==> src/hdl/spi_port_pkg.sv <==
// Purpose: shared constants for the serial port block
// Assumes: 8-bit register offsets on a 32-bit AXI4-Lite bus
// Notes:   rate table holds full periods of the serial clock in system clocks
package spi_port_pkg;

  // ************************************************************
  // register map
  // ************************************************************
  localparam logic [7:0] ADDR_CONTROL    = 8'h00;
  localparam logic [7:0] ADDR_STATUS     = 8'h04;
  localparam logic [7:0] ADDR_DATA       = 8'h08;
  localparam logic [7:0] ADDR_IRQ_STATUS = 8'h0C;
  localparam logic [7:0] ADDR_IRQ_MASK   = 8'h10;
  localparam logic [7:0] ADDR_PIN_CFG    = 8'h14;

  localparam logic [7:0] CONTROL_RESET   = 8'h00;
  localparam logic [5:0] PIN_CFG_RESET   = 6'h00;
  localparam logic [2:0] IRQ_RESET       = 3'h0;

  // ************************************************************
  // field positions
  // ************************************************************
  localparam int CTL_IRQ_EN    = 7;
  localparam int CTL_PORT_EN   = 6;
  localparam int CTL_BIT_ORDER = 5;
  localparam int CTL_MASTER    = 4;
  localparam int CTL_CLOCK_POLARITY      = 3;
  localparam int CTL_CLOCK_PHASE      = 2;
  localparam int CTL_RATE_HI   = 1;
  localparam int CTL_RATE_LO   = 0;
  localparam int STAT_DONE     = 7;
  localparam int STAT_WRITE_COLLISION_FLAG     = 6;
  localparam int STAT_DOUBLE   = 0;
  localparam int IRQ_DONE      = 0;
  localparam int IRQ_WRITE_COLLISION_FLAG      = 1;
  localparam int IRQ_FAULT     = 2;
  localparam int PIN_DIR_MOSI  = 0;
  localparam int PIN_DIR_MISO  = 1;
  localparam int PIN_DIR_SCK   = 2;
  localparam int PIN_DIR_SS    = 3;
  localparam int PIN_SS_LEVEL  = 4;
  localparam int PIN_GIE       = 5;

  // ************************************************************
  // timing
  // ************************************************************
  localparam int SCK_DIV_0 = 4;
  localparam int SCK_DIV_1 = 16;
  localparam int SCK_DIV_2 = 64;
  localparam int SCK_DIV_3 = 128;
  localparam int SCK_DIV_4 = 2;
  localparam int SCK_DIV_5 = 8;
  localparam int SCK_DIV_6 = 32;
  localparam int SCK_DIV_7 = 64;
  localparam logic [3:0] LAST_EDGE = 4'hF;

  localparam logic [1:0] RESP_OKAY   = 2'h0;
  localparam logic [1:0] RESP_SLVERR = 2'h2;

endpackage : spi_port_pkg

==> src/hdl/spi_rate_div.sv <==
// Purpose: half-period tick generator for the master serial clock
// Assumes: half_count is at least 1 and stable while run is high
// Notes:   tick is a one-cycle pulse
`timescale 1ns/100ps
module spi_rate_div (
  input  wire logic       aclk,
  input  wire logic       aresetn,
  input  wire logic       run,
  input  wire logic [6:0] half_count,
  output logic            tick
);

  typedef struct packed {
    logic [6:0] cnt;
    logic       tick;
  } div_s;

  div_s s;
  div_s n;

  always_comb
  begin
    n = s;
    n.tick = 1'b0;
    if (!run)
    begin
      n.cnt = 7'h00;
    end
    else if (s.cnt == 7'(half_count - 7'h01))
    begin
      n.cnt  = 7'h00;
      n.tick = 1'b1;
    end
    else
    begin
      n.cnt = 7'(s.cnt + 7'h01);
    end
  end

  always_ff @(posedge aclk)
  begin
    if (!aresetn)
      s <= '0;
    else
      s <= n;
  end

  assign tick = s.tick;

endmodule : spi_rate_div

==> src/hdl/spi_shifter.sv <==
// Purpose: eight-bit shift register with bit counter
// Assumes: at most one of sample_en and setup_en per cycle
// Notes:   byte_done pulses one cycle after the eighth sample
`timescale 1ns/100ps
module spi_shifter (
  input  wire logic       aclk,
  input  wire logic       aresetn,
  input  wire logic       clear,
  input  wire logic       load,
  input  wire logic [7:0] load_data,
  input  wire logic       lsb_first,
  input  wire logic       sample_en,
  input  wire logic       setup_en,
  input  wire logic       in_bit,
  output logic            out_bit,
  output logic [7:0]      shift_data,
  output logic            busy,
  output logic            byte_done
);

  typedef struct packed {
    logic [7:0] sr;
    logic [2:0] in_cnt;
    logic       out_bit;
    logic       done;
  } shift_s;

  shift_s s;
  shift_s n;

  always_comb
  begin
    n = s;
    n.done = 1'b0;
    if (clear)
      n.in_cnt = 3'h0;
    if (load)
    begin
      n.sr      = load_data;
      n.in_cnt  = 3'h0;
      n.out_bit = lsb_first ? load_data[0] : load_data[7];
    end
    else if (sample_en && !clear)
    begin
      n.sr     = lsb_first ? {in_bit, s.sr[7:1]} : {s.sr[6:0], in_bit};
      n.in_cnt = 3'(s.in_cnt + 3'h1);
      n.done   = (s.in_cnt == 3'h7);
    end
    else if (setup_en && !clear)
    begin
      n.out_bit = lsb_first ? s.sr[0] : s.sr[7];
    end
  end

  always_ff @(posedge aclk)
  begin
    if (!aresetn)
      s <= '0;
    else
      s <= n;
  end

  assign out_bit    = s.out_bit;
  assign shift_data = s.sr;
  assign busy       = (s.in_cnt != 3'h0);
  assign byte_done  = s.done;

endmodule : spi_shifter

==> src/hdl/spi_master_slave_port.sv <==
// Purpose: byte-wide serial port, master or slave, behind AXI4-Lite
// Assumes: pin inputs synchronous to aclk; slave serial clock at most aclk/4
// Notes:   one write and one read in flight on the bus at a time
//
// Our own choices: the AXI4-Lite interface to the registers and the address map.
`timescale 1ns/100ps

module spi_master_slave_port (
  input  wire logic        aclk,
  input  wire logic        aresetn,
  input  wire logic [7:0]  awaddr,
  input  wire logic        awvalid,
  output logic             awready,
  input  wire logic [31:0] wdata,
  input  wire logic [3:0]  wstrb,
  input  wire logic        wvalid,
  output logic             wready,
  output logic [1:0]       bresp,
  output logic             bvalid,
  input  wire logic        bready,
  input  wire logic [7:0]  araddr,
  input  wire logic        arvalid,
  output logic             arready,
  output logic [31:0]      rdata,
  output logic [1:0]       rresp,
  output logic             rvalid,
  input  wire logic        rready,
  input  wire logic        vector_ack,
  input  wire logic        sck_i,
  output logic             sck_o,
  output logic             sck_oe,
  input  wire logic        mosi_i,
  output logic             mosi_o,
  output logic             mosi_oe,
  input  wire logic        miso_i,
  output logic             miso_o,
  output logic             miso_oe,
  input  wire logic        ss_i,
  output logic             ss_o,
  output logic             ss_oe,
  output logic             spi_irq,
  output logic             irq
);

  typedef enum logic [1:0] {ST_IDLE, ST_RUN, ST_END} run_e;

  typedef struct packed {
    logic        awready;
    logic        wready;
    logic        aw_got;
    logic        w_got;
    logic [7:0]  awaddr;
    logic [7:0]  wdata;
    logic        wstrb0;
    logic        bvalid;
    logic [1:0]  bresp;
    logic        arready;
    logic        rvalid;
    logic [31:0] rdata;
    logic [1:0]  rresp;
    logic [7:0]  ctl;
    logic        dbl;
    logic        done_flag;
    logic        write_collision_flag_flag;
    logic        armed;
    logic [7:0]  rx_buf;
    logic [2:0]  irq_stat;
    logic [2:0]  irq_mask;
    logic [5:0]  pin_cfg;
    run_e        mode;
    logic [3:0]  edge_cnt;
    logic        sck;
    logic        sck_prev;
    logic        sck_oe;
    logic        mosi_oe;
    logic        miso_oe;
    logic        ss_o;
    logic        ss_oe;
    logic        spi_irq;
    logic        irq;
  } port_s;

  port_s       s;
  port_s       n;
  logic        tick;
  logic        sh_out;
  logic [7:0]  sh_data;
  logic        sh_busy;
  logic        sh_done;
  logic        sh_clear;
  logic        sh_load;
  logic        sh_sample;
  logic        sh_setup;
  logic [6:0]  half_count;
  logic        en;
  logic        master;
  logic        slave_on;
  logic        do_write;
  logic        do_read;
  logic        data_access;
  logic        ev_done;
  logic        ev_write_collision_flag;
  logic        ev_fault;
  logic        leading;
  logic        trailing;

  // ************************************************************
  // rate selection
  // ************************************************************
  always_comb
  begin
    case ({s.dbl, s.ctl[spi_port_pkg::CTL_RATE_HI], s.ctl[spi_port_pkg::CTL_RATE_LO]})
      3'h0:    half_count = 7'(spi_port_pkg::SCK_DIV_0 / 2);
      3'h1:    half_count = 7'(spi_port_pkg::SCK_DIV_1 / 2);
      3'h2:    half_count = 7'(spi_port_pkg::SCK_DIV_2 / 2);
      3'h3:    half_count = 7'(spi_port_pkg::SCK_DIV_3 / 2);
      3'h4:    half_count = 7'(spi_port_pkg::SCK_DIV_4 / 2);
      3'h5:    half_count = 7'(spi_port_pkg::SCK_DIV_5 / 2);
      3'h6:    half_count = 7'(spi_port_pkg::SCK_DIV_6 / 2);
      default: half_count = 7'(spi_port_pkg::SCK_DIV_7 / 2);
    endcase
  end

  spi_rate_div u_div (
    .aclk       (aclk),
    .aresetn    (aresetn),
    .run        (s.mode == ST_RUN),
    .half_count (half_count),
    .tick       (tick)
  );

  spi_shifter u_shift (
    .aclk       (aclk),
    .aresetn    (aresetn),
    .clear      (sh_clear),
    .load       (sh_load),
    .load_data  (s.wdata),
    .lsb_first  (s.ctl[spi_port_pkg::CTL_BIT_ORDER]),
    .sample_en  (sh_sample),
    .setup_en   (sh_setup),
    .in_bit     (master ? miso_i : mosi_i),
    .out_bit    (sh_out),
    .shift_data (sh_data),
    .busy       (sh_busy),
    .byte_done  (sh_done)
  );

  // ************************************************************
  // next state
  // ************************************************************
  always_comb
  begin
    n = s;
    en          = s.ctl[spi_port_pkg::CTL_PORT_EN];
    master      = s.ctl[spi_port_pkg::CTL_MASTER];
    slave_on    = en && !master && !ss_i;
    do_write    = s.aw_got && s.w_got && !s.bvalid;
    do_read     = arvalid && s.arready;
    data_access = (do_read && araddr == spi_port_pkg::ADDR_DATA)
               || (do_write && s.awaddr == spi_port_pkg::ADDR_DATA && s.wstrb0);
    ev_done     = 1'b0;
    ev_write_collision_flag     = 1'b0;
    ev_fault    = 1'b0;
    sh_load     = 1'b0;
    sh_clear    = en && !master && ss_i;
    n.sck_prev  = sck_i;
    leading     = slave_on && (s.sck_prev == s.ctl[spi_port_pkg::CTL_CLOCK_POLARITY])
                           && (sck_i != s.ctl[spi_port_pkg::CTL_CLOCK_POLARITY]);
    trailing    = slave_on && (s.sck_prev != s.ctl[spi_port_pkg::CTL_CLOCK_POLARITY])
                           && (sck_i == s.ctl[spi_port_pkg::CTL_CLOCK_POLARITY]);
    if (s.mode == ST_RUN)
    begin
      leading  = tick && !s.edge_cnt[0];
      trailing = tick && s.edge_cnt[0];
    end
    sh_sample = s.ctl[spi_port_pkg::CTL_CLOCK_PHASE] ? trailing : leading;
    sh_setup  = s.ctl[spi_port_pkg::CTL_CLOCK_PHASE] ? leading : trailing;

    // bus channels
    if (awvalid && s.awready)
    begin
      n.aw_got = 1'b1;
      n.awaddr = awaddr;
    end
    if (wvalid && s.wready)
    begin
      n.w_got  = 1'b1;
      n.wdata  = wdata[7:0];
      n.wstrb0 = wstrb[0];
    end
    if (s.bvalid && bready)
      n.bvalid = 1'b0;
    if (s.rvalid && rready)
      n.rvalid = 1'b0;

    // master transfer and slave byte capture
    if (s.mode == ST_RUN && tick)
    begin
      n.sck      = !s.sck;
      n.edge_cnt = 4'(s.edge_cnt + 4'h1);
      if (s.edge_cnt == spi_port_pkg::LAST_EDGE)
        n.mode = ST_END;
    end
    if (s.mode == ST_END)
    begin
      n.mode   = ST_IDLE;
      ev_done  = 1'b1;
      n.rx_buf = sh_data;
    end
    if (sh_done && !master)
    begin
      ev_done  = 1'b1;
      n.rx_buf = sh_data;
    end
    if (s.mode != ST_RUN)
      n.sck = s.ctl[spi_port_pkg::CTL_CLOCK_POLARITY];

    // register reads
    if (do_read)
    begin
      n.rvalid = 1'b1;
      n.rresp  = spi_port_pkg::RESP_OKAY;
      n.rdata  = 32'h0000_0000;
      case (araddr)
        spi_port_pkg::ADDR_CONTROL:    n.rdata[7:0] = s.ctl;
        spi_port_pkg::ADDR_STATUS:
        begin
          n.rdata[spi_port_pkg::STAT_DONE]   = s.done_flag;
          n.rdata[spi_port_pkg::STAT_WRITE_COLLISION_FLAG]   = s.write_collision_flag_flag;
          n.rdata[spi_port_pkg::STAT_DOUBLE] = s.dbl;
          if (s.done_flag || s.write_collision_flag_flag)
            n.armed = 1'b1;
        end
        spi_port_pkg::ADDR_DATA:       n.rdata[7:0] = s.rx_buf;
        spi_port_pkg::ADDR_IRQ_STATUS: n.rdata[2:0] = s.irq_stat;
        spi_port_pkg::ADDR_IRQ_MASK:   n.rdata[2:0] = s.irq_mask;
        spi_port_pkg::ADDR_PIN_CFG:    n.rdata[5:0] = s.pin_cfg;
        default:                       n.rresp = spi_port_pkg::RESP_SLVERR;
      endcase
    end

    // register writes
    if (do_write)
    begin
      n.aw_got = 1'b0;
      n.w_got  = 1'b0;
      n.bvalid = 1'b1;
      n.bresp  = spi_port_pkg::RESP_OKAY;
      case (s.awaddr)
        spi_port_pkg::ADDR_CONTROL:
          if (s.wstrb0)
            n.ctl = s.wdata;
        spi_port_pkg::ADDR_STATUS:
          if (s.wstrb0)
            n.dbl = s.wdata[spi_port_pkg::STAT_DOUBLE];
        spi_port_pkg::ADDR_DATA:
          if (s.wstrb0)
          begin
            if (s.mode != ST_IDLE || (slave_on && sh_busy))
              ev_write_collision_flag = 1'b1;
            else
            begin
              sh_load = 1'b1;
              if (en && master)
              begin
                n.mode     = ST_RUN;
                n.edge_cnt = 4'h0;
              end
            end
          end
        spi_port_pkg::ADDR_IRQ_STATUS:
          if (s.wstrb0)
            n.irq_stat = s.irq_stat & ~s.wdata[2:0];
        spi_port_pkg::ADDR_IRQ_MASK:
          if (s.wstrb0)
            n.irq_mask = s.wdata[2:0];
        spi_port_pkg::ADDR_PIN_CFG:
          if (s.wstrb0)
            n.pin_cfg = s.wdata[5:0];
        default: n.bresp = spi_port_pkg::RESP_SLVERR;
      endcase
    end

    // another master pulled select low
    if (en && master && !s.pin_cfg[spi_port_pkg::PIN_DIR_SS] && !ss_i)
    begin
      n.ctl[spi_port_pkg::CTL_MASTER] = 1'b0;
      ev_done  = 1'b1;
      ev_fault = 1'b1;
      n.mode   = ST_IDLE;
      sh_clear = 1'b1;
    end
    if (!en)
      n.mode = ST_IDLE;

    // flags: a clear never hides an event in the same cycle
    if (vector_ack)
      n.done_flag = 1'b0;
    if (data_access && s.armed)
    begin
      n.done_flag = 1'b0;
      n.write_collision_flag_flag = 1'b0;
      n.armed     = 1'b0;
    end
    n.done_flag = n.done_flag | ev_done;
    n.write_collision_flag_flag = n.write_collision_flag_flag | ev_write_collision_flag;
    n.irq_stat  = n.irq_stat | {ev_fault, ev_write_collision_flag, ev_done};

    // pins, ready lines and interrupts, registered
    n.awready = !n.aw_got && !n.bvalid;
    n.wready  = !n.w_got && !n.bvalid;
    n.arready = !n.rvalid;
    n.sck_oe  = n.ctl[spi_port_pkg::CTL_PORT_EN] && n.ctl[spi_port_pkg::CTL_MASTER]
             && n.pin_cfg[spi_port_pkg::PIN_DIR_SCK];
    n.mosi_oe = n.ctl[spi_port_pkg::CTL_PORT_EN] && n.ctl[spi_port_pkg::CTL_MASTER]
             && n.pin_cfg[spi_port_pkg::PIN_DIR_MOSI];
    n.miso_oe = n.ctl[spi_port_pkg::CTL_PORT_EN] && !n.ctl[spi_port_pkg::CTL_MASTER]
             && !ss_i && n.pin_cfg[spi_port_pkg::PIN_DIR_MISO];
    n.ss_oe   = n.ctl[spi_port_pkg::CTL_PORT_EN] && n.ctl[spi_port_pkg::CTL_MASTER]
             && n.pin_cfg[spi_port_pkg::PIN_DIR_SS];
    n.ss_o    = n.pin_cfg[spi_port_pkg::PIN_SS_LEVEL];
    n.spi_irq = n.ctl[spi_port_pkg::CTL_IRQ_EN] && n.done_flag
             && n.pin_cfg[spi_port_pkg::PIN_GIE];
    n.irq     = |(n.irq_stat & n.irq_mask);
  end

  always_ff @(posedge aclk)
  begin
    if (!aresetn)
    begin
      s          <= '0;
      s.ctl      <= spi_port_pkg::CONTROL_RESET;
      s.pin_cfg  <= spi_port_pkg::PIN_CFG_RESET;
      s.irq_stat <= spi_port_pkg::IRQ_RESET;
      s.irq_mask <= spi_port_pkg::IRQ_RESET;
      s.mode     <= ST_IDLE;
    end
    else
      s <= n;
  end

  assign awready = s.awready;
  assign wready  = s.wready;
  assign bvalid  = s.bvalid;
  assign bresp   = s.bresp;
  assign arready = s.arready;
  assign rvalid  = s.rvalid;
  assign rdata   = s.rdata;
  assign rresp   = s.rresp;
  assign sck_o   = s.sck;
  assign sck_oe  = s.sck_oe;
  assign mosi_o  = sh_out;
  assign mosi_oe = s.mosi_oe;
  assign miso_o  = sh_out;
  assign miso_oe = s.miso_oe;
  assign ss_o    = s.ss_o;
  assign ss_oe   = s.ss_oe;
  assign spi_irq = s.spi_irq;
  assign irq     = s.irq;
endmodule : spi_master_slave_port

==> config.mk <==
export PLATFORM = sky130hd
export DESIGN_NAME = spi_master_slave_port
export DESIGN_NICKNAME = d
export VERILOG_FILES = /design/src/hdl/spi_port_pkg.sv /design/src/hdl/spi_rate_div.sv /design/src/hdl/spi_shifter.sv /design/src/hdl/spi_master_slave_port.sv
export SDC_FILE = /design/constraint.sdc
export NUM_CORES = 1
export LEC_CHECK = 0
export ABC_AREA = 1
export BUFFER_PORTS_ARGS = -buffer_cell sky130_fd_sc_hd__buf_4
export CORE_UTILIZATION = 49
export DETAILED_ROUTE_END_ITERATION = 16
export HOLD_SLACK_MARGIN = 0.03
export PLACE_DENSITY = 0.76
export SLEW_MARGIN = 20
export SYNTH_ARGS = -nofsm -noshare
export SYNTH_HDL_FRONTEND = slang
export SYNTH_SLANG_ARGS = --single-unit
==> constraint.sdc <==
create_clock -name aclk -period 3.65 [get_ports aclk]
set_input_delay 0.365 -clock aclk [delete_from_list [all_inputs] [get_ports aclk]]
set_output_delay 0.365 -clock aclk [all_outputs]
set_load 0.005 [all_outputs]
==> flow_summary.toml <==
[floorplan]
start_util = 0.514
dieArea_um2 = 10900
core_area_um2 = 9950
dieWidth_um = 104
rows = 36
die_height_um = 104
io-pin-count = 115

[detailed_routing]
via_per_inst = 5.12
drt_iter0_drc = 275
wl_per_cell_um = 13.1
drt_wl_total_um = 11700
firstDrtPassIters = 5
ant_nets = 0
drcViolationCount = 0
vias = 4554

[clocking]
clockBufferDepth = 2
htree_num_levels = 3
cts_buffers = 9
clkLatencyLatePin_ns = 0.38
hold_buffers = 0
clockRootBuffer = "clkbuf_8"
post_cts_buffers = 0
numClockSinks = 101
cts_resized = 0
path_clk_slew_ns = 0.10
cts_tree = "built"

[final_layout]
fin_nets = 822
drive_gt1_frac = 0.160
num_antenna_cells = 0
register_area_um2 = 2020
fin_util = 0.572
multi_input_area_um2 = 2460
syn_to_final_growth_pct = 11.3
fill_cells = 942

[yosys]
ys.flop_type = "dfxtp_1"
synth_top_family_by_area = "simple AND/OR/NAND/NOR gates"
synth_compound_area_frac = 0.145
synth_xor_area_frac = 0.0188
netlist_instances = 710
synth_cell_types = 46
syn_area_um2 = 5120
ys_seq_area_frac = 0.395
yosys.area_share.simple = 0.278
syn_avg_cell_area_um2 = 7.21
yosys_warnings = 0
synth-edff-count = 0
synthArstFlopShare = 0
synth_seq_cells = 101
synth_adder_area_share = 0.0147
synth.area.mux_share = 0.00611

[power_and_ir_drop]
powerDensity_nw_per_um2 = 363
p_leak_nw = 2.49
irDropWorstVdd_mv = 0.215

[grt]
first_global_vias = 4183
grt_util_all_layers = 0.225
grt_overflow = 0
grt_max_degree = 49
grt_pass1_wl_um = 19500
antenna_found_initial = 0

[flow_run]
maxCapViolCount = 0

[setup_path]
crit_fanout = 7
cp.depth = 10
reg2reg_depth = 10
path_delay_family = "simple AND/OR/NAND/NOR gates"
reg2reg_setup_slack_ns = 1.70
crit_start = "s[40]$_SDFFE_PN0P_"
cpPeakStageDelay_ns = 0.38
crit_path_end_kind = "flip-flop"
timing.rr.start = "s[40]$_SDFFE_PN0P_"
startpoint_type = "flip-flop"
path_class = "reg -> reg"
worstPathArrival_ns = 2.27
cp_slowest_cell = "dfxtp_1"
critPathBufInv = 0
cp.required_ns = 3.96
crit_top_cell = "nor2_1"
crit_path_end = "u_div.s[1]$_SDFF_PP0_"
worstPathCellList = "nor2_1 -> nand2_1 -> ha_1 -> xor2_1 -> or2_1 -> nand3_1 -> nor2_1 -> nand2_1 -> nand3_2 -> nor2_1"
rr_endpoint = "u_div.s[1]$_SDFF_PP0_"

[timing]
worstMarginPinSlew_ns = 0.692
slew_headroom = 0.536
skew_ns = 0.0153
slew_viol_final = 0
max_freq_mhz = 512
hold_viol = 0
period_share = 0.535
tns_ns = 0
rsz0062_at_grt = "false"
period_needed_ns = 1.95
setup_viol = 0

[place]
numPortBuffers = 61
post-dp-hpwl_um = 8720
place.gp.congestion = 0.877

[hold_path]
min_path_type = "in -> reg"

[status]
outcome = "finished clean"
[stage by stage]
| step | power [W] | area, um^2 | worst slack [ns] | hold WS, ns | instances |
|---|---|---|---|---|---|
| 4_1_cts | 0.00208 | 5690 | 1.71 | 0.191 | 890 |
| 3_3_place_gp | 0.00133 | 5480 | 1.45 | 0.441 | 874 |
| 2_1_floorplan | 0.00129 | 5210 | 1.96 | 0.430 | 735 |
| 6_report | 0.00207 | 5690 | 1.70 | 0.201 | 890 |
| 3_5_place_dp | 0.00134 | 5480 | 1.42 | 0.444 | 874 |
| 5_1_grt | 0.00215 | 5690 | 1.48 | 0.237 | 890 |
[worst min path at each step]
stage,from,end,slack (ns),cells after the start
2_1_floorplan,u_div.s[1]$_SDFF_PP0_,u_div.s[1]$_SDFF_PP0_,0.43,1
3_3_place_gp,s[29]$_SDFFE_PN0P_,s[29]$_SDFFE_PN0P_,0.44,2
3_5_place_dp,s[29]$_SDFFE_PN0P_,s[29]$_SDFFE_PN0P_,0.44,2
4_1_cts,sck_i,s[7]$_SDFF_PN0_,0.19,3
5_1_grt,sck_i,s[7]$_SDFF_PN0_,0.24,3
6_report,sck_i,s[7]$_SDFF_PN0_,0.20,3
[worst min-delay path, stage by stage]
cell     delay [ns]
buf_4          0.10
nand2_1        0.04
inv_1          0.04
[cell type report]
class / count / area share
clock inverter: 5 / 0.0112
tap: 133 / 0.0292
clock buffer: 11 / 0.0266
inverter: 93 / 0.0633
timing repair buffer: 62 / 0.0817
multi-input combinational: 485 / 0.433
sequential: 101 / 0.355
[state kept, by name, indices dropped and copies added (netlist names), 3 cells and up]
signal              count
s                      56
rdata                   8
u_shift.shift_data      8
u_div.s                 7
u_shift.s               3
[where the power goes]
part	switching (W)	total [W]	internal [W]
registers	0.0000229	0.00115	0.00113
logic	0.000100	0.000163	0.0000633
clock network	0.000397	0.000758	0.000360
total	0.000520	0.00207	0.00155
[layer usage]
metal	share of wire	track usage
met1	0.46	0.293
met5	0	0
met2	0.47	0.369
met3	0.056	0.0370
met4	0.020	0.0929
[synth_stat cells, drive strengths merged, types with 4 or more instances]
cell    instances  area, um^2
o22ai           8        50.1
nor2           94         408
nand2         145         567
clkbuf         15        56.3
nand3          47         323
inv            90         348
a21oi          55         279
ha              6        75.1
dfxtp         101        2020
nand4           7        43.8
o211ai          4        30.0
xor2            8        70.1
nor3           10        70.1
a211oi          5        47.5
o21ai          56         284
buf            41         307
[cells by family after synthesis]
kind of cell / count (synthesis)
fa+ha+maj: 6
xor+xnor: 11
simple gates: 305
other cells: 1
mux: 3
compound gates: 134
buf+inv: 149
flops: 101
[cells in the final DEF (no fill, tap or decap), drive strengths merged, types with 8 or more instances in the layout]
cell,synthesis,layout
a21oi,55,55
inv,90,92
o21ai,56,56
dfxtp,101,101
nand3,47,47
buf,41,62
nor3,10,10
conb,1,26
nor2,94,94
o22ai,8,8
nand2,145,145
clkbuf,15,11
xor2,8,8
Power figures use the tool's default switching activity.
